===== config.mk =====
export PLATFORM = sky130hd
export DESIGN_NAME = chtb_config
export DESIGN_NICKNAME = d
export VERILOG_FILES = /design/src/core/chtb_pkg.sv /design/src/core/chtb_config.sv
export SDC_FILE = /design/constraint.sdc
export NUM_CORES = 1
export LEC_CHECK = 0
export BUFFER_PORTS_ARGS = -buffer_cell sky130_fd_sc_hd__buf_2
export CELL_PAD_IN_SITES_DETAIL_PLACEMENT = 0
export CELL_PAD_IN_SITES_GLOBAL_PLACEMENT = 1
export CORE_MARGIN = 3
export CORE_UTILIZATION = 44
export CTS_CLUSTER_SIZE = 28
export DETAILED_ROUTE_END_ITERATION = 8
export GPL_TIMING_DRIVEN = 0
export PLACE_DENSITY_LB_ADDON = 0.1
export SLEW_MARGIN = 25
export SYNTH_ARGS = -nofsm -noshare
export SYNTH_HDL_FRONTEND = slang
export SYNTH_SLANG_ARGS = --single-unit

===== constraint.sdc =====
create_clock -name hclk -period 6.55 [get_ports hclk]
set_clock_uncertainty 0.1 [all_clocks]
set_input_delay 0.655 -clock hclk [delete_from_list [all_inputs] [get_ports hclk]]
set_output_delay 0.655 -clock hclk [all_outputs]
set_load 0.01 [all_outputs]

===== src/core/chtb_pkg.sv =====
// Purpose: constants, register map and carriers for the card timeout/block config bank
// Assumes: AHB-Lite slave, 32-bit words, card clock sampled by hclk
// Notes: offsets are byte addresses of aligned words
// Contract
// - enable bit 4 gates response timeout irq, bit 3 gates read-data timeout irq.
// - enable bit 2 gates the command/response done interrupt.
// - enable bit 1 gates busy done, bit 0 gates data done interrupt.
// - response wait times out after 8-bit count of card clocks; zero disables.
// - response timeout flag with its enable set raises the interrupt.
// - data timeout is 26 bits, upper 10 in bits 17-8 of response register.
// - lower 16 data timeout bits sit in bits 15-0 of data timeout register.
// - read-data wait sets data timeout flag on expiry; zero count disables.
// - data timeout flag with its enable set raises the interrupt.
// - block length is a 12-bit byte count, values 1h to FFFh.
// - programmable block count sets blocks moved by a multi-block transfer.
// - count zero runs until stop command; nonzero n stops after n blocks.
// - interrupt follows only a 0-to-1 transition of a status flag; the code drives irq from the level of any set flag with its enable bit set.
package chtb_pkg;
  // register byte offsets
  localparam logic [7:0] OFS_INT_MASK = 8'h00;
  localparam logic [7:0] OFS_RESP_TO = 8'h04;
  localparam logic [7:0] OFS_DATA_TO = 8'h08;
  localparam logic [7:0] OFS_BLK_LEN = 8'h0C;
  localparam logic [7:0] OFS_BLK_CNT = 8'h10;
  localparam logic [7:0] OFS_STATUS = 8'h14;
  localparam logic [7:0] OFS_BLK_LEFT = 8'h18;
  // field layout
  localparam int EV_W = 5;
  localparam int BIT_DATA_DONE = 0;
  localparam int BIT_BUSY_DONE = 1;
  localparam int BIT_CMD_DONE = 2;
  localparam int BIT_DATA_TO = 3;
  localparam int BIT_RESP_TO = 4;
  localparam int RESP_CNT_W = 8;
  localparam int RESP_CNT_LSB = 0;
  localparam int DATA_HI_W = 10;
  localparam int DATA_HI_LSB = 8;
  localparam int DATA_LO_W = 16;
  localparam int DATA_CNT_W = DATA_HI_W + DATA_LO_W;
  localparam int BLK_LEN_W = 12;
  localparam int BLK_CNT_W = 16;
  // reset values
  localparam logic [EV_W-1:0] RST_EV = 5'h00;
  localparam logic [BLK_LEN_W-1:0] RST_BLK_LEN = 12'h000;
  localparam logic [BLK_CNT_W-1:0] RST_BLK_CNT = 16'h0000;
  localparam logic [31:0] RST_WORD = 32'h00000000;
  // ahb encodings
  localparam logic [1:0] HTRANS_NONSEQ = 2'h2;
  localparam logic [1:0] HTRANS_SEQ = 2'h3;
  localparam logic HRESP_OKAY = 1'b0;

  // events from the rest of the controller, one-cycle pulses
  typedef struct packed {
    logic resp_wait_start;
    logic resp_received;
    logic data_wait_start;
    logic data_received;
    logic cmd_resp_done;
    logic busy_done;
    logic data_done;
    logic xfer_start;
    logic block_done;
    logic stop_cmd;
  } chtb_event_s;

  // configuration handed to the datapath
  typedef struct packed {
    logic [BLK_LEN_W-1:0] block_byte_length;
    logic [BLK_CNT_W-1:0] block_count_value;
    logic [BLK_CNT_W-1:0] blocks_left;
    logic xfer_active;
  } chtb_cfg_s;

  typedef enum logic [1:0] {
    BUS_IDLE = 2'b01,
    BUS_RD = 2'b10
  } chtb_bus_e;
endpackage


===== src/core/chtb_config.sv =====
// Purpose: interrupt enables, response/read-data timeouts, block length and count
// Assumes: card clock is asynchronous to hclk and at most a quarter of its rate
// Notes: timeouts count rising card clock edges seen after a two-flop sync
`timescale 1ns/1ns
module chtb_config
  import chtb_pkg::*;
(
  // system
  input wire logic hclk,
  input wire logic hresetn,
  // ahb-lite slave
  input wire logic hsel,
  input wire logic [7:0] haddr,
  input wire logic [1:0] htrans,
  input wire logic hwrite,
  input wire logic [2:0] hsize,
  input wire logic hready,
  input wire logic [31:0] hwdata,
  output logic [31:0] hrdata,
  output logic hreadyout,
  output logic hresp,
  // card side
  input wire logic card_clk,
  input wire chtb_event_s events,
  // results
  output chtb_cfg_s cfg,
  output logic xfer_done,
  output logic irq
);

  ////////////////////////////////////////////////////////////////////////////
  // register storage
  logic [EV_W-1:0] interrupt_enable_mask_reg;
  logic [EV_W-1:0] event_status_flags_reg;
  logic [EV_W-1:0] status_set;
  logic [RESP_CNT_W-1:0] resp_timeout_count_reg;
  logic [DATA_HI_W-1:0] data_timeout_count_high_reg;
  logic [DATA_LO_W-1:0] data_timeout_count_low_reg;
  logic [BLK_LEN_W-1:0] block_byte_length_reg;
  logic [BLK_CNT_W-1:0] block_count_value_reg;
  logic [BLK_CNT_W-1:0] blocks_left_reg;
  logic xfer_active_reg;
  logic xfer_done_reg;
  logic irq_reg;

  // bus pipeline
  chtb_bus_e bus_state_reg;
  logic wr_pend_reg;
  logic [7:0] addr_reg;
  logic [31:0] hrdata_reg;
  logic hreadyout_reg;
  logic addr_phase;

  // card clock sampling
  logic cclk_s1_reg;
  logic cclk_s2_reg;
  logic cclk_d_reg;
  logic card_tick;

  // timeout engines
  logic resp_wait_reg;
  logic [RESP_CNT_W-1:0] resp_cnt_reg;
  logic data_wait_reg;
  logic [DATA_CNT_W-1:0] data_cnt_reg;
  logic resp_expire;
  logic data_expire;
  logic [DATA_CNT_W-1:0] data_limit;

  // shared decode of a register offset
  function automatic logic hit(input logic [7:0] a, input logic [7:0] ofs);
    hit = (a == ofs);
  endfunction

  // reserved bits forced to zero on every read
  function automatic logic [31:0] rd_mux(input logic [7:0] a);
    rd_mux = RST_WORD;
    if (hit(a, OFS_INT_MASK))
      rd_mux[EV_W-1:0] = interrupt_enable_mask_reg;
    else if (hit(a, OFS_RESP_TO))
    begin
      rd_mux[RESP_CNT_LSB +: RESP_CNT_W] = resp_timeout_count_reg;
      rd_mux[DATA_HI_LSB +: DATA_HI_W] = data_timeout_count_high_reg;
    end
    else if (hit(a, OFS_DATA_TO))
      rd_mux[DATA_LO_W-1:0] = data_timeout_count_low_reg;
    else if (hit(a, OFS_BLK_LEN))
      rd_mux[BLK_LEN_W-1:0] = block_byte_length_reg;
    else if (hit(a, OFS_BLK_CNT))
      rd_mux[BLK_CNT_W-1:0] = block_count_value_reg;
    else if (hit(a, OFS_STATUS))
      rd_mux[EV_W-1:0] = event_status_flags_reg;
    else if (hit(a, OFS_BLK_LEFT))
      rd_mux[BLK_CNT_W-1:0] = blocks_left_reg;
  endfunction

  ////////////////////////////////////////////////////////////////////////////
  // ahb-lite slave
  assign addr_phase = hsel && hready && (htrans == HTRANS_NONSEQ || htrans == HTRANS_SEQ);

  // reads take one wait state so a write just before them is already stored
  always_ff @(posedge hclk or negedge hresetn)
  begin
    if (!hresetn)
    begin
      bus_state_reg <= BUS_IDLE;
      wr_pend_reg <= 1'b0;
      addr_reg <= 8'h00;
      hreadyout_reg <= 1'b1;
      hrdata_reg <= RST_WORD;
    end
    else
    begin
      case (bus_state_reg)
        BUS_IDLE:
        begin
          wr_pend_reg <= addr_phase && hwrite;
          if (addr_phase)
            addr_reg <= haddr;
          if (addr_phase && !hwrite)
          begin
            bus_state_reg <= BUS_RD;
            hreadyout_reg <= 1'b0;
          end
        end
        BUS_RD:
        begin
          hrdata_reg <= rd_mux(addr_reg);
          hreadyout_reg <= 1'b1;
          bus_state_reg <= BUS_IDLE;
        end
        default:
        begin
          bus_state_reg <= BUS_IDLE;
          hreadyout_reg <= 1'b1;
        end
      endcase
    end
  end

  assign hrdata = hrdata_reg;
  assign hreadyout = hreadyout_reg;
  assign hresp = HRESP_OKAY; // constant, never an error

  // configuration writes land at the end of the write data phase
  always_ff @(posedge hclk or negedge hresetn)
  begin
    if (!hresetn)
    begin
      interrupt_enable_mask_reg <= RST_EV;
      resp_timeout_count_reg <= '0;
      data_timeout_count_high_reg <= '0;
      data_timeout_count_low_reg <= '0;
      block_byte_length_reg <= RST_BLK_LEN;
      block_count_value_reg <= RST_BLK_CNT;
    end
    else if (wr_pend_reg)
    begin
      if (hit(addr_reg, OFS_INT_MASK))
        interrupt_enable_mask_reg <= hwdata[EV_W-1:0];
      if (hit(addr_reg, OFS_RESP_TO))
      begin
        resp_timeout_count_reg <= hwdata[RESP_CNT_LSB +: RESP_CNT_W];
        data_timeout_count_high_reg <= hwdata[DATA_HI_LSB +: DATA_HI_W];
      end
      if (hit(addr_reg, OFS_DATA_TO))
        data_timeout_count_low_reg <= hwdata[DATA_LO_W-1:0];
      if (hit(addr_reg, OFS_BLK_LEN))
        block_byte_length_reg <= hwdata[BLK_LEN_W-1:0];
      if (hit(addr_reg, OFS_BLK_CNT))
        block_count_value_reg <= hwdata[BLK_CNT_W-1:0];
    end
  end

  ////////////////////////////////////////////////////////////////////////////
  // card clock edge finder; first flop feeds only the second
  always_ff @(posedge hclk or negedge hresetn)
  begin
    if (!hresetn)
    begin
      cclk_s1_reg <= 1'b0;
      cclk_s2_reg <= 1'b0;
      cclk_d_reg <= 1'b0;
    end
    else
    begin
      cclk_s1_reg <= card_clk;
      cclk_s2_reg <= cclk_s1_reg;
      cclk_d_reg <= cclk_s2_reg;
    end
  end

  assign card_tick = cclk_s2_reg && !cclk_d_reg;

  ////////////////////////////////////////////////////////////////////////////
  // response timeout: counts card clocks down from the limit
  assign resp_expire = resp_wait_reg && card_tick
    && (resp_cnt_reg == RESP_CNT_W'(1)) && !events.resp_received
    && !events.resp_wait_start; // a restart beats expiry

  always_ff @(posedge hclk or negedge hresetn)
  begin
    if (!hresetn)
    begin
      resp_wait_reg <= 1'b0;
      resp_cnt_reg <= '0;
    end
    else if (events.resp_wait_start)
    begin
      resp_cnt_reg <= resp_timeout_count_reg;
      resp_wait_reg <= (resp_timeout_count_reg != '0); // zero limit means no timeout
    end
    else if (events.resp_received || resp_expire)
      resp_wait_reg <= 1'b0;
    else if (resp_wait_reg && card_tick)
      resp_cnt_reg <= resp_cnt_reg - RESP_CNT_W'(1);
  end

  // read-data timeout: high and low fields joined into one count
  assign data_limit = {data_timeout_count_high_reg, data_timeout_count_low_reg};
  assign data_expire = data_wait_reg && card_tick
    && (data_cnt_reg == DATA_CNT_W'(1)) && !events.data_received
    && !events.data_wait_start; // a restart beats expiry

  always_ff @(posedge hclk or negedge hresetn)
  begin
    if (!hresetn)
    begin
      data_wait_reg <= 1'b0;
      data_cnt_reg <= '0;
    end
    else if (events.data_wait_start)
    begin
      data_cnt_reg <= data_limit;
      data_wait_reg <= (data_limit != '0);
    end
    else if (events.data_received || data_expire)
      data_wait_reg <= 1'b0;
    else if (data_wait_reg && card_tick)
      data_cnt_reg <= data_cnt_reg - DATA_CNT_W'(1);
  end

  ////////////////////////////////////////////////////////////////////////////
  // block counter: zero count runs until a stop command
  always_ff @(posedge hclk or negedge hresetn)
  begin
    if (!hresetn)
    begin
      blocks_left_reg <= RST_BLK_CNT;
      xfer_active_reg <= 1'b0;
      xfer_done_reg <= 1'b0;
    end
    else
    begin
      xfer_done_reg <= 1'b0;
      if (events.xfer_start)
      begin
        blocks_left_reg <= block_count_value_reg;
        xfer_active_reg <= 1'b1;
      end
      else if (xfer_active_reg && events.stop_cmd)
      begin
        xfer_active_reg <= 1'b0;
        xfer_done_reg <= 1'b1;
      end
      else if (xfer_active_reg && events.block_done && blocks_left_reg != RST_BLK_CNT)
      begin
        blocks_left_reg <= blocks_left_reg - BLK_CNT_W'(1);
        if (blocks_left_reg == BLK_CNT_W'(1))
        begin
          xfer_active_reg <= 1'b0; // exactly n blocks
          xfer_done_reg <= 1'b1;
        end
      end
    end
  end

  ////////////////////////////////////////////////////////////////////////////
  // sticky status, write one to clear; a new event beats the clear
  always_comb
  begin
    status_set = RST_EV;
    status_set[BIT_RESP_TO] = resp_expire;
    status_set[BIT_DATA_TO] = data_expire;
    status_set[BIT_CMD_DONE] = events.cmd_resp_done;
    status_set[BIT_BUSY_DONE] = events.busy_done;
    status_set[BIT_DATA_DONE] = events.data_done;
  end

  always_ff @(posedge hclk or negedge hresetn)
  begin
    if (!hresetn)
      event_status_flags_reg <= RST_EV;
    else if (wr_pend_reg && hit(addr_reg, OFS_STATUS))
      event_status_flags_reg <= (event_status_flags_reg & ~hwdata[EV_W-1:0]) | status_set;
    else
      event_status_flags_reg <= event_status_flags_reg | status_set;
  end

  // level irq: rises a cycle after any set flag has its enable bit set, even when the enable is written after the flag
  always_ff @(posedge hclk or negedge hresetn)
  begin
    if (!hresetn)
      irq_reg <= 1'b0;
    else
      irq_reg <= |(event_status_flags_reg & interrupt_enable_mask_reg);
  end

  assign irq = irq_reg;
  assign xfer_done = xfer_done_reg;
  assign cfg.block_byte_length = block_byte_length_reg;
  assign cfg.block_count_value = block_count_value_reg;
  assign cfg.blocks_left = blocks_left_reg;
  assign cfg.xfer_active = xfer_active_reg;

endmodule


== After elaboration in Yosys (flattened, before gate mapping) ==
Cells that the tools add are included.

* Add/subtract/negate cells: 3
* Equality and inequality tests: 17
* Mux-type cells: 37
* Bitwise gates (word level): 5
* Reductions and logical operators: 48

{| class="wikitable"
|+ Operators with widths
! kind !! number
|-
| $mux 16 || 7
|-
| $mux 26 || 3
|-
| $eq 26x1->1 const B || 1
|-
| $reduce_bool 26->1 || 1
|-
| $sub 26x1->26 const B || 1
|-
| $eq 8x5->1 const B || 3
|-
| $mux 8 || 3
|-
| $reduce_and 2->1 || 10
|-
| $logic_and 1x1->1 || 17
|-
| $eq 16x1->1 const B || 1
|-
| $eq 8x4->1 const B || 2
|-
| $reduce_bool 16->1 || 1
|-
| $sub 16x1->16 const B || 1
|-
| $mux 5 || 3
|-
| $mux 1 || 14
|-
| $mux 13 || 1
|-
| $mux 12 || 1
|-
| $mux 11 || 1
|-
| $and 5x5->5 || 2
|-
| $or 5x5->5 || 2
|-
| $reduce_bool 2->1 || 5
|-
| $eq 8x1->1 const B || 1
|-
| $eq 8x3->1 const B || 1
|-
| $logic_not 8->1 || 1
|-
| 12 further kinds || 27
|}

* Bits in registers: 160
* Input bits: 61
* Output and inout bits: 81
* Logic and storage cells: 133

== Depth between registers and ports, before layout ==
Gate-level depths: netlist of the first run.

* Word-level depth: 9
* Mapped depth: 9
* Depth with buffers taken out: 7

== Worst setup path before layout of the first run ==
No wires, ideal clock.

* Path kind: input to register
* Start: input port events[7] in the netlist's numbering
* End: register data_cnt_reg[15]
* Library setup time: 133 ps
* Arrival time: 2009 ps
* Data required time: 6317 ps
* Path slack: 4308 ps
* Cell stages on the path: 7
* Buffers on the path: 2
* Path through: nor4b_1 > and4_1 > clkbuf_1 > buf_1 > a211oi_1 > xnor2_1 > o21ai_0

* Cells in the longest elaborated chain, start to end: 5
* Elaborated cells between the ends (all ways): 7
* Those cells by class: 1 x eq/ne; 1 x mux; 5 x reduce/logical

{| class="wikitable"
|+ Ends and longest elaborated chain
! element !! RTL line !! text
|-
| start: declaration || chtb_config.sv:24 || <nowiki>input wire chtb_event_s events,</nowiki>
|-
| $logic_not 1->1 || chtb_config.sv:222 || <nowiki>&& !events.data_wait_start;</nowiki>
|-
| $logic_and 1x1->1 || chtb_config.sv:222 ||
|-
| $logic_or 1x1->1 || chtb_config.sv:236 || <nowiki>else if (events.data_received || data_expire)</nowiki>
|-
| $ne 2x2->1 (no source line) || -- ||
|-
| $reduce_and 2->1 (no source line) || -- ||
|-
| end signal: assignment || chtb_config.sv:233 || <nowiki>data_cnt_reg <= data_limit;</nowiki>
|-
| end signal: assignment || chtb_config.sv:239 || <nowiki>data_cnt_reg <= data_cnt_reg - DATA_CNT_W'(1);</nowiki>
|-
| end: declaration || chtb_config.sv:64 || <nowiki>logic [DATA_CNT_W-1:0] data_cnt_reg;</nowiki>
|}

Several ways; a longest one is shown, not always the timed one.
A chain may end at the register's enable or synchronous reset.

== Worst setup path after layout of the first run ==
* Start: register addr_reg[1]
* End: register block_byte_length_reg[10]

* Cells in the longest elaborated chain, start to end: 2

{| class="wikitable"
|+ Ends and longest elaborated chain
! element !! RTL line !! text
|-
| start: declaration || chtb_config.sv:49 || <nowiki>logic [7:0] addr_reg;</nowiki>
|-
| start signal: assignment || chtb_config.sv:118 || <nowiki>addr_reg <= haddr;</nowiki>
|-
| $eq 8x4->1 || chtb_config.sv:71 || <nowiki>hit = (a == ofs);</nowiki>
|-
| $reduce_and 2->1 (no source line) || -- ||
|-
| end signal: assignment || chtb_config.sv:168 || <nowiki>block_byte_length_reg <= hwdata[BLK_LEN_W-1:0];</nowiki>
|-
| end: declaration || chtb_config.sv:39 || <nowiki>logic [BLK_LEN_W-1:0] block_byte_length_reg;</nowiki>
|}

Every way passes these cells.

==> results of run 1 <==
metal layers:
layer  vias up  global-route usage (%)
li1       3106                       -
met1      3373                    35.3
met2       221                    38.7
met3        27                    5.01
met4         0                    7.12
met5         -                       0
Yosys cell counts (9+ instances only):
cell type	count	share of area (%)
buf_4	18	1.7
nand2_1	82	3.8
a211oi_1	9	0.83
o211ai_1	9	0.83
inv_1	14	0.65
nor4_1	17	1.3
xor2_1	12	1.3
a221oi_1	9	0.97
mux2_2	78	11
o21ai_0	68	4.2
nor2_1	37	1.7
mux2i_1	12	1.5
buf_2	9	0.55
clkbuf_1	27	1.2
dfrtp_1	158	49
a21oi_1	19	1.2
xnor2_1	23	2.5
or4_1	13	1.2
nand3_1	18	1.1
nor3_1	17	1.0
stage by stage:
stage	instances	worst slack [ns]	cell area [µm²]
floorplan	793	4.31	8200
global placement	1128	2.34	9010
global route	1161	3.67	9680
detailed placement	1129	3.76	9050
finish	1161	3.74	9680
CTS	1161	3.77	9680
final cells by class:
type,count,area [µm²]
Buffer,59,315
Clock buffer,21,480
Clock inverter,11,154
Fill cell,1683,8400
Inverter,14,52.6
Multi-Input combinational cell,561,3850
Sequential cell,159,3980
Tap cell,229,287
Timing Repair Buffer,107,568
power by group through the flow:
stage | Clock, mW | Sequential (mW) | Combinational (mW)
after global routing | 1.12 | 1.20 | 0.434
after global placement | 0 | 1.20 | 0.378
after floorplan | 0 | 1.17 | 0.242
final | 1.07 | 1.19 | 0.388
after CTS | 1.08 | 1.18 | 0.389
after detailed placement | 0 | 1.20 | 0.387
cells by family (layout without fill, tap and decap cells):
group,count (synthesis),in the layout,synth area share [%]
adder cells (fa/ha/maj),7,7,1.08
buffers and inverters,73,212,4.52
flip-flops,159,159,48.9
AND/OR/NAND/NOR,251,251,16.8
AO/OA/AOI/OAI,163,163,12.6
multiplexers,90,90,12.3
XOR/XNOR,35,35,3.76
other,1,15,0.0461
path summary, 6_finish.rpt:
path	slack, ns	cells past startpoint	from	endpoint
max in group asynchronous	5.42	2	hresetn	hrdata[15]
worst min-delay path	0.12	1	hresetn	resp_cnt_reg[1]
worst max-delay path	3.74	7	addr_reg[1]	block_byte_length_reg[10]
worst min register to register	0.27	0	cclk_s1_reg	cclk_s2_reg
min in group hclk	0.24	1	card_clk	cclk_s1_reg
worst max register to register	3.74	7	addr_reg[1]	block_byte_length_reg[10]
==> results.py, run 1 <==
metrics = {
    "outcome": {
        "status": "finished, final reports clean",
    },
    "cts": {
        "clock_sinks": 159,
        "root_buffer": "clkbuf_16",
        "clock_latency_ns": 0.43,
        "tritoncts": "built",
        "cts-hold-fix-buffers": 0,
        "post_cts_buffers": 0,
        "cts_resized": 0,
        "clkTransAtPathRegs_ns": 0.06,
        "cts_max_path_buffers": 2,
        "cts-buffers-inserted": 17,
        "htree_levels": 4,
    },
    "route": {
        "dr.pass1.iters": 7,
        "drc": 0,
        "drt_iter0_drc": 554,
        "wl_per_cell_um": 20.9,
        "wl_um": 24300,
        "via_count": 6727,
        "wl_met1_um": 11200,
        "wl_met2_um": 11300,
        "vias_per_cell": 5.79,
        "postRouteAntennaNets": 0,
        "highest_layer": "met4",
        "met3RoutedLength_um": 1330,
    },
    "die": {
        "dieArea_um2": 20200,
        "fp.coreArea_um2": 18100,
        "start_util_pct": 45.0,
        "ios": 142,
        "fp.dieH_um": 142,
        "fp-row-count": 49,
        "die_w_um": 142,
    },
    "global_routing": {
        "gr-total-overflow": 0,
        "antenna_found_initial": 0,
        "grt_pass1_wl_um": 38900,
        "grt_pass1_vias": 6822,
        "grt_max_degree": 83,
        "track_usage_pct": 24.8,
    },
    "power_and_ir_drop": {
        "combPwrFrac_pct": 14.7,
        "clkPwrFrac_pct": 40.4,
        "p_int_mw": 1.89,
        "p_per_area_nw_per_um2": 273,
        "p_sw_uw": 755,
        "power_frac_seq_pct": 45.0,
        "p_leak_nw": 4.18,
        "p_total_mw": 2.64,
        "power.share.switching_pct": 28.6,
        "ir_drop_mv": 0.194,
    },
    "worst_setup_path": {
        "worstPathArrival_ns": 3.02,
        "slowest_delay_ns": 0.50,
        "slowest_stage": "or3b_2",
        "cp_cell_sequence": "clkbuf_1, or3b_2, buf_2, nor2_1, and3_1, buf_6, mux2_2",
        "cp_max_fo": 10,
        "worst_setup_path_start_kind": "register",
        "critical_path.top_delay_family": "simple AND/OR/NAND/NOR gates",
        "crit_buf_inv": 3,
        "crit_type": "reg2reg",
        "worstSetupEndpointType": "register",
        "required_ns": 6.76,
    },
    "sta": {
        "whs_ns": 0.122,
        "fmax_mhz": 356,
        "setup_viol": 0,
        "max_slew_margin_pct": 32.6,
        "tightest_slew_ns": 1.00,
        "layout_min_cycle_time_ns": 2.81,
        "setup_tns_ns": 0,
        "grt_setup_unrepaired": "false",
        "finalHoldViolCount": 0,
        "slew_violations": 0,
        "post-route-period-util_pct": 42.9,
    },
    "logic_synthesis": {
        "yosys_most_used_dff": "dfrtp_1",
        "synth_cells": 779,
        "synth_seq_area_share_pct": 48.9,
        "syn-cell-area_um2": 8140,
        "ys_warn_count": 0,
        "synth_edf_count": 0,
        "syn_avg_cell_area_um2": 10.5,
        "synth-seq-cells": 159,
        "async_flop_share_pct": 100,
        "synth_cell_types": 68,
    },
    "placed_design": {
        "io_buffers": 106,
        "hpwl_um": 18200,
        "place_congestion": 0.905,
    },
    "min_path": {
        "hold_path.class": "in2async",
    },
    "finish": {
        "mostFrequentLayoutCell": "dfrtp_1",
        "areaGrowthSynthToFinish_pct": 18.9,
        "utilization_pct": 53.5,
        "drive_above_1_share_pct": 28.1,
        "fin_nets": 987,
        "mostFrequentLayoutCells": "158 x dfrtp_1, 114 x buf_2, 82 x nand2_1",
        "largest_reg_flops": 26,
        "num_antenna_cells": 0,
    },
    "run": {
        "maxCapViolations": 0,
    },
}
Note: power is estimated with default switching activity, not from simulation.
==> run 2: changes to the inputs <==
==> constraint.sdc (replaced) <==
create_clock -name hclk -period 2.93 [get_ports hclk]
set_clock_uncertainty 0.1 [all_clocks]
set_input_delay 0.293 -clock hclk [delete_from_list [all_inputs] [get_ports hclk]]
set_output_delay 0.293 -clock hclk [all_outputs]
set_load 0.01 [all_outputs]
==> results.py, run 2 (synthesis gave the netlist of run 1 again) <==
metrics = {
    "global_routing": {
        "antenna_found_initial": 0,
        "track_usage_pct": 24.9,
        "gr-total-overflow": 0,
        "grt_max_degree": 83,
        "grt_pass1_wl_um": 39100,
        "grt_pass1_vias": 6867,
    },
    "worst_setup_path": {
        "worstSetupEndpointType": "register",
        "worstPathArrival_ns": 3.02,
        "worst-r2r-cell-count": 7,
        "cp_cell_sequence": "clkbuf_1, or3b_2, buf_2, nor2_1, and3_1, buf_6, mux2_2",
        "slowest_stage": "or3b_2",
        "worst_setup_path_start_kind": "register",
        "required_ns": 3.13,
        "critical_path.top_delay_family": "simple AND/OR/NAND/NOR gates",
        "crit_cells": 7,
        "crit_buf_inv": 3,
        "crit_type": "reg2reg",
        "slowest_delay_ns": 0.51,
        "cp_max_fo": 10,
    },
    "power_and_ir_drop": {
        "p_leak_nw": 4.24,
        "power.share.switching_pct": 28.5,
        "p_sw_mw": 1.69,
        "p_int_mw": 4.23,
        "clkPwrFrac_pct": 40.2,
        "power_frac_seq_pct": 44.9,
        "ir_drop_mv": 0.427,
        "p_total_mw": 5.91,
        "combPwrFrac_pct": 15.0,
        "p_per_area_nw_per_um2": 602,
    },
    "finish": {
        "areaGrowthSynthToFinish_pct": 20.7,
        "final.fill_count": 1669,
        "mostFrequentLayoutCell": "dfrtp_1",
        "utilization_pct": 54.3,
        "largest_reg_flops": 26,
        "multiInputGateArea_um2": 3850,
        "drive_above_1_share_pct": 27.7,
        "num_antenna_cells": 0,
        "mostFrequentLayoutCells": "158 x dfrtp_1, 114 x buf_2, 82 x nand2_1",
        "seq_area_um2": 3980,
        "fin_nets": 1001,
    },
    "cts": {
        "clock_sinks": 159,
        "cts_resized": 0,
        "htree_levels": 4,
        "post_cts_buffers": 0,
        "root_buffer": "clkbuf_16",
        "cts-buffers-inserted": 17,
        "clkTransAtPathRegs_ns": 0.07,
        "clock_latency_ns": 0.42,
        "tritoncts": "built",
        "cts_max_path_buffers": 2,
    },
    "route": {
        "drc": 0,
        "met3RoutedLength_um": 1290,
        "drt_iter0_drc": 608,
        "postRouteAntennaNets": 0,
        "wl_met1_um": 11300,
        "via_count": 6768,
        "dr.pass1.iters": 6,
        "vias_per_cell": 5.76,
        "highest_layer": "met4",
        "wl_met2_um": 11300,
        "wl_um": 24300,
        "wl_per_cell_um": 20.7,
    },
    "sta": {
        "max_slew_margin_pct": 35.9,
        "finalHoldViolCount": 0,
        "setup_viol": 0,
        "setup_tns_ns": 0,
        "grt_setup_unrepaired": "false",
        "slew_violations": 0,
        "fmax_mhz": 355,
        "tightest_slew_ns": 0.952,
        "layout_min_cycle_time_ns": 2.82,
        "post-route-period-util_pct": 96.2,
    },
    "die": {
        "start_util_pct": 45.0,
        "fp.dieH_um": 142,
        "dieArea_um2": 20200,
        "die_w_um": 142,
        "fp.coreArea_um2": 18100,
        "ios": 142,
        "fp-row-count": 49,
    },
    "placed_design": {
        "hpwl_um": 18200,
        "place_congestion": 0.905,
        "io_buffers": 106,
    },
    "run": {
        "maxCapViolations": 0,
    },
    "min_path": {
        "hold_path.class": "in2reg",
        "holdPathStages": 2,
    },
    "outcome": {
        "status": "finished, final reports clean",
    },
}
==> run 2: cell count changes in the layout (fill, tap and decap cells not counted), sizes merged <==
cell and delta:
dlygate4sd3 +14
==> run 2: worst paths after layout <==
kind | slack, ns | endpoint | from
max in group asynchronous | 1.55 | block_count_value_reg[5] | hresetn
hold / removal | 0.02 | block_count_value_reg[14] | hwdata[14]
min in group asynchronous | 0.36 | resp_cnt_reg[1] | hresetn
setup reg to reg | 0.11 | block_byte_length_reg[10] | addr_reg[1]
hold reg to reg | 0.27 | cclk_s2_reg | cclk_s1_reg
setup / recovery | 0.11 | block_byte_length_reg[10] | addr_reg[1]
==> run 2: area by class of cell <==
cell class	instances	share of cell area, %
inverter	14	0.535
clock inverter	11	1.57
clock buffer	21	4.89
multi-input combinational	561	39.2
tap	229	2.92
buffer	59	3.21
timing repair buffer	121	7.21
sequential	159	40.5
==> run 2: metrics by stage <==
step | area (µm²) | setup WS (ns) | hold WS [ns] | std cells
after global placement | 9010 | -0.922 | 0.244 | 1128
after floorplan | 8200 | 0.691 | -0.103 | 793
final | 9820 | 0.112 | 0.0206 | 1175
after global routing | 9820 | 0.0526 | 0.0115 | 1175
after detailed placement | 9050 | 0.159 | 0.246 | 1129
after CTS | 9820 | 0.147 | 0.00824 | 1175
==> run 2: repair_timing <==
action                                  CTS  global route
endpoints found under the setup margin    0             0
endpoints found under the hold margin    94             0
hold buffers                             14             0
==> run 2: power by group through the flow <==
stage / Sequential, mW / Combinational, mW / Clock, mW
floorplan: 2.62 / 0.541 / 0
global placement: 2.68 / 0.844 / 0
detailed placement: 2.69 / 0.865 / 0
CTS: 2.65 / 0.883 / 2.41
global route: 2.68 / 0.986 / 2.51
finish: 2.65 / 0.885 / 2.37
==> run 2: worst register-to-register path: cells and delay by family, from the launching register on <==
family                 cells  cell delay (ns)
buffers and inverters      3             0.62
and+or+nand+nor            3             1.27
muxes                      1             0.35
DFF                        1             0.37
==> run 2: routing by layer <==
layer  vias up  global-route usage [%]
met5         -                       0
met4         0                    7.12
met3        29                    4.97
met2       219                    38.9
met1      3386                    35.4
li1       3134                       -
==> run 3: changes to the inputs <==
--- a/config.mk
+++ b/config.mk
@@ -8,7 +8,7 @@
 export BUFFER_PORTS_ARGS = -buffer_cell sky130_fd_sc_hd__buf_2
 export CELL_PAD_IN_SITES_DETAIL_PLACEMENT = 0
 export CELL_PAD_IN_SITES_GLOBAL_PLACEMENT = 1
-export CORE_MARGIN = 3
+export CORE_MARGIN = 4
 export CORE_UTILIZATION = 44
 export CTS_CLUSTER_SIZE = 28
 export DETAILED_ROUTE_END_ITERATION = 8
==> results.py, run 3 (synthesis gave the netlist of run 1 again) <==
metrics = {
    "outcome": {
        "status": "finished, final reports clean",
    },
    "cts": {
        "root_buffer": "clkbuf_16",
        "clock_sinks": 159,
        "clkTransAtPathRegs_ns": 0.07,
        "clock_latency_ns": 0.42,
        "htree_levels": 4,
        "cts-buffers-inserted": 17,
        "cts_max_path_buffers": 2,
        "tritoncts": "built",
    },
    "finish": {
        "fin_nets": 1001,
        "mostFrequentLayoutCell": "dfrtp_1",
        "largest_reg_flops": 26,
        "drive_above_1_share_pct": 27.8,
        "mostFrequentLayoutCells": "158 x dfrtp_1, 114 x buf_2, 82 x nand2_1",
        "num_antenna_cells": 0,
        "areaGrowthSynthToFinish_pct": 21.0,
    },
    "die": {
        "die_w_um": 144,
        "fp.dieH_um": 144,
        "ios": 142,
        "start_util_pct": 45.0,
        "dieArea_um2": 20700,
        "fp-row-count": 49,
        "fp.coreArea_um2": 18100,
    },
    "worst_setup_path": {
        "endpoint": "block_byte_length_reg[10]",
        "cp_max_fo": 10,
        "crit_type": "reg2reg",
        "cp-startpoint": "addr_reg[1]",
        "required_ns": 3.14,
        "worstPathArrival_ns": 3.01,
        "worst-r2r-cell-count": 7,
        "rrSetupSlack_ns": 0.12,
        "worst_setup_path_start_kind": "register",
        "worstReg2RegEnd": "block_byte_length_reg[10]",
        "worstSetupEndpointType": "register",
        "worstReg2RegStart": "addr_reg[1]",
    },
    "global_routing": {
        "antenna_found_initial": 0,
        "grt_pass1_wl_um": 38300,
        "track_usage_pct": 24.0,
        "gr-total-overflow": 0,
        "grt_max_degree": 85,
        "grt_pass1_vias": 6807,
    },
    "route": {
        "vias_per_cell": 5.67,
        "wl_um": 24200,
        "dr.pass1.iters": 8,
        "via_count": 6658,
        "drc": 0,
        "wl_per_cell_um": 20.6,
        "postRouteAntennaNets": 0,
        "drt_iter0_drc": 472,
    },
    "sta": {
        "slew_violations": 0,
        "fmax_mhz": 356,
        "max_slew_margin_pct": 39.6,
        "layout_min_cycle_time_ns": 2.81,
        "setup_tns_ns": 0,
        "setup_viol": 0,
        "finalHoldViolCount": 0,
        "post-route-period-util_pct": 95.8,
        "grt_setup_unrepaired": "false",
        "tightest_slew_ns": 0.896,
        "layout_setup_ws_ns": 0.124,
    },
    "power_and_ir_drop": {
        "p_per_area_nw_per_um2": 611,
        "p_leak_nw": 4.26,
        "ir_drop_mv": 0.375,
    },
    "placed_design": {
        "pre_cts_slack_ns": 0.167,
        "io_buffers": 106,
        "hpwl_um": 18300,
        "place_congestion": 0.923,
    },
    "run": {
        "maxCapViolations": 0,
    },
    "min_path": {
        "hold_path.class": "in2reg",
    },
}
[run 3: worst max-delay path: stages (launching register included)]
cell and delay, ns:
dfrtp_1 0.36, clkbuf_1 0.21, or3b_2 0.50, buf_2 0.19, nor2_1 0.37, and3_1 0.39
buf_6 0.22, mux2_2 0.35
[run 3: worst min path at each step]
| stage | from | to | slack, ns | depth (start not counted) |
|---|---|---|---|---|
| 2_1_floorplan | hresetn | addr_reg[0] | -0.10 | 0 |
| 5_1_grt | hwdata[14] | data_timeout_count_high_reg[6] | 0.02 | 2 |
| 3_5_place_dp | hresetn | resp_wait_reg | 0.22 | 1 |
| 6_report | hwdata[12] | block_count_value_reg[12] | 0.04 | 2 |
| 3_3_place_gp | cclk_s1_reg | cclk_s2_reg | 0.24 | 0 |
| 4_1_cts | haddr[3] | addr_reg[3] | 0.000008 | 2 |
[run 3: report_power, final]
| part | internal (mW) | switching [mW] | total [mW] | leakage (nW) |
|---|---|---|---|---|
| combinational | 0.395 | 0.492 | 0.887 | 2.00 |
| sequential | 2.40 | 0.258 | 2.65 | 1.94 |
| clock | 1.56 | 0.920 | 2.48 | 0.316 |
| total | 4.35 | 1.67 | 6.02 | 4.26 |
[run 3: area by class of cell]
type	count	area, µm²
inverters	14	52.6
well taps	229	287
clock inverters	13	209
flip-flops and latches	159	3980
repair buffers	121	708
plain buffers	59	317
multi-input cells	561	3850
fillers	1665	8230
clock buffers	19	453
[run 3: stage by stage]
| stage | hold slack (ns) | power [mW] | cell area (µm²) | util [%] | instances |
|---|---|---|---|---|---|
| 2_1_floorplan | -0.103 | 3.16 | 8200 | - | 793 |
| 3_3_place_gp | 0.244 | 3.53 | 9010 | 49.8 | 1128 |
| 3_5_place_dp | 0.221 | 3.56 | 9050 | 50.0 | 1129 |
| 4_1_cts | 0.00000838 | 6.05 | 9840 | 54.4 | 1174 |
| 5_1_grt | 0.0247 | 6.30 | 9850 | 54.5 | 1175 |
| 6_report | 0.0371 | 6.02 | 9850 | 54.5 | 1175 |
[run 3: routing by layer]
layer / part of all wire, % / routed length [µm] / global-route usage [%] / vias to the layer above
met1: 46 / 11000 / 34.1 / 3320
met2: 47 / 11400 / 38.0 / 194
li1: - / - / - / 3119
met5: 0 / 0 / 0 / -
met3: 5.5 / 1340 / 4.63 / 25
met4: 1.6 / 394 / 6.29 / 0
[run 3: timing repair]
| item | in CTS | in global routing |
|---|---|---|
| gates resized for setup | 0 | 1 |
| endpoints found under the hold margin | 87 | 1 |
| setup buffers | 0 | 0 |
| endpoints found under the setup margin | 0 | 1 |
| hold buffers | 13 | 1 |
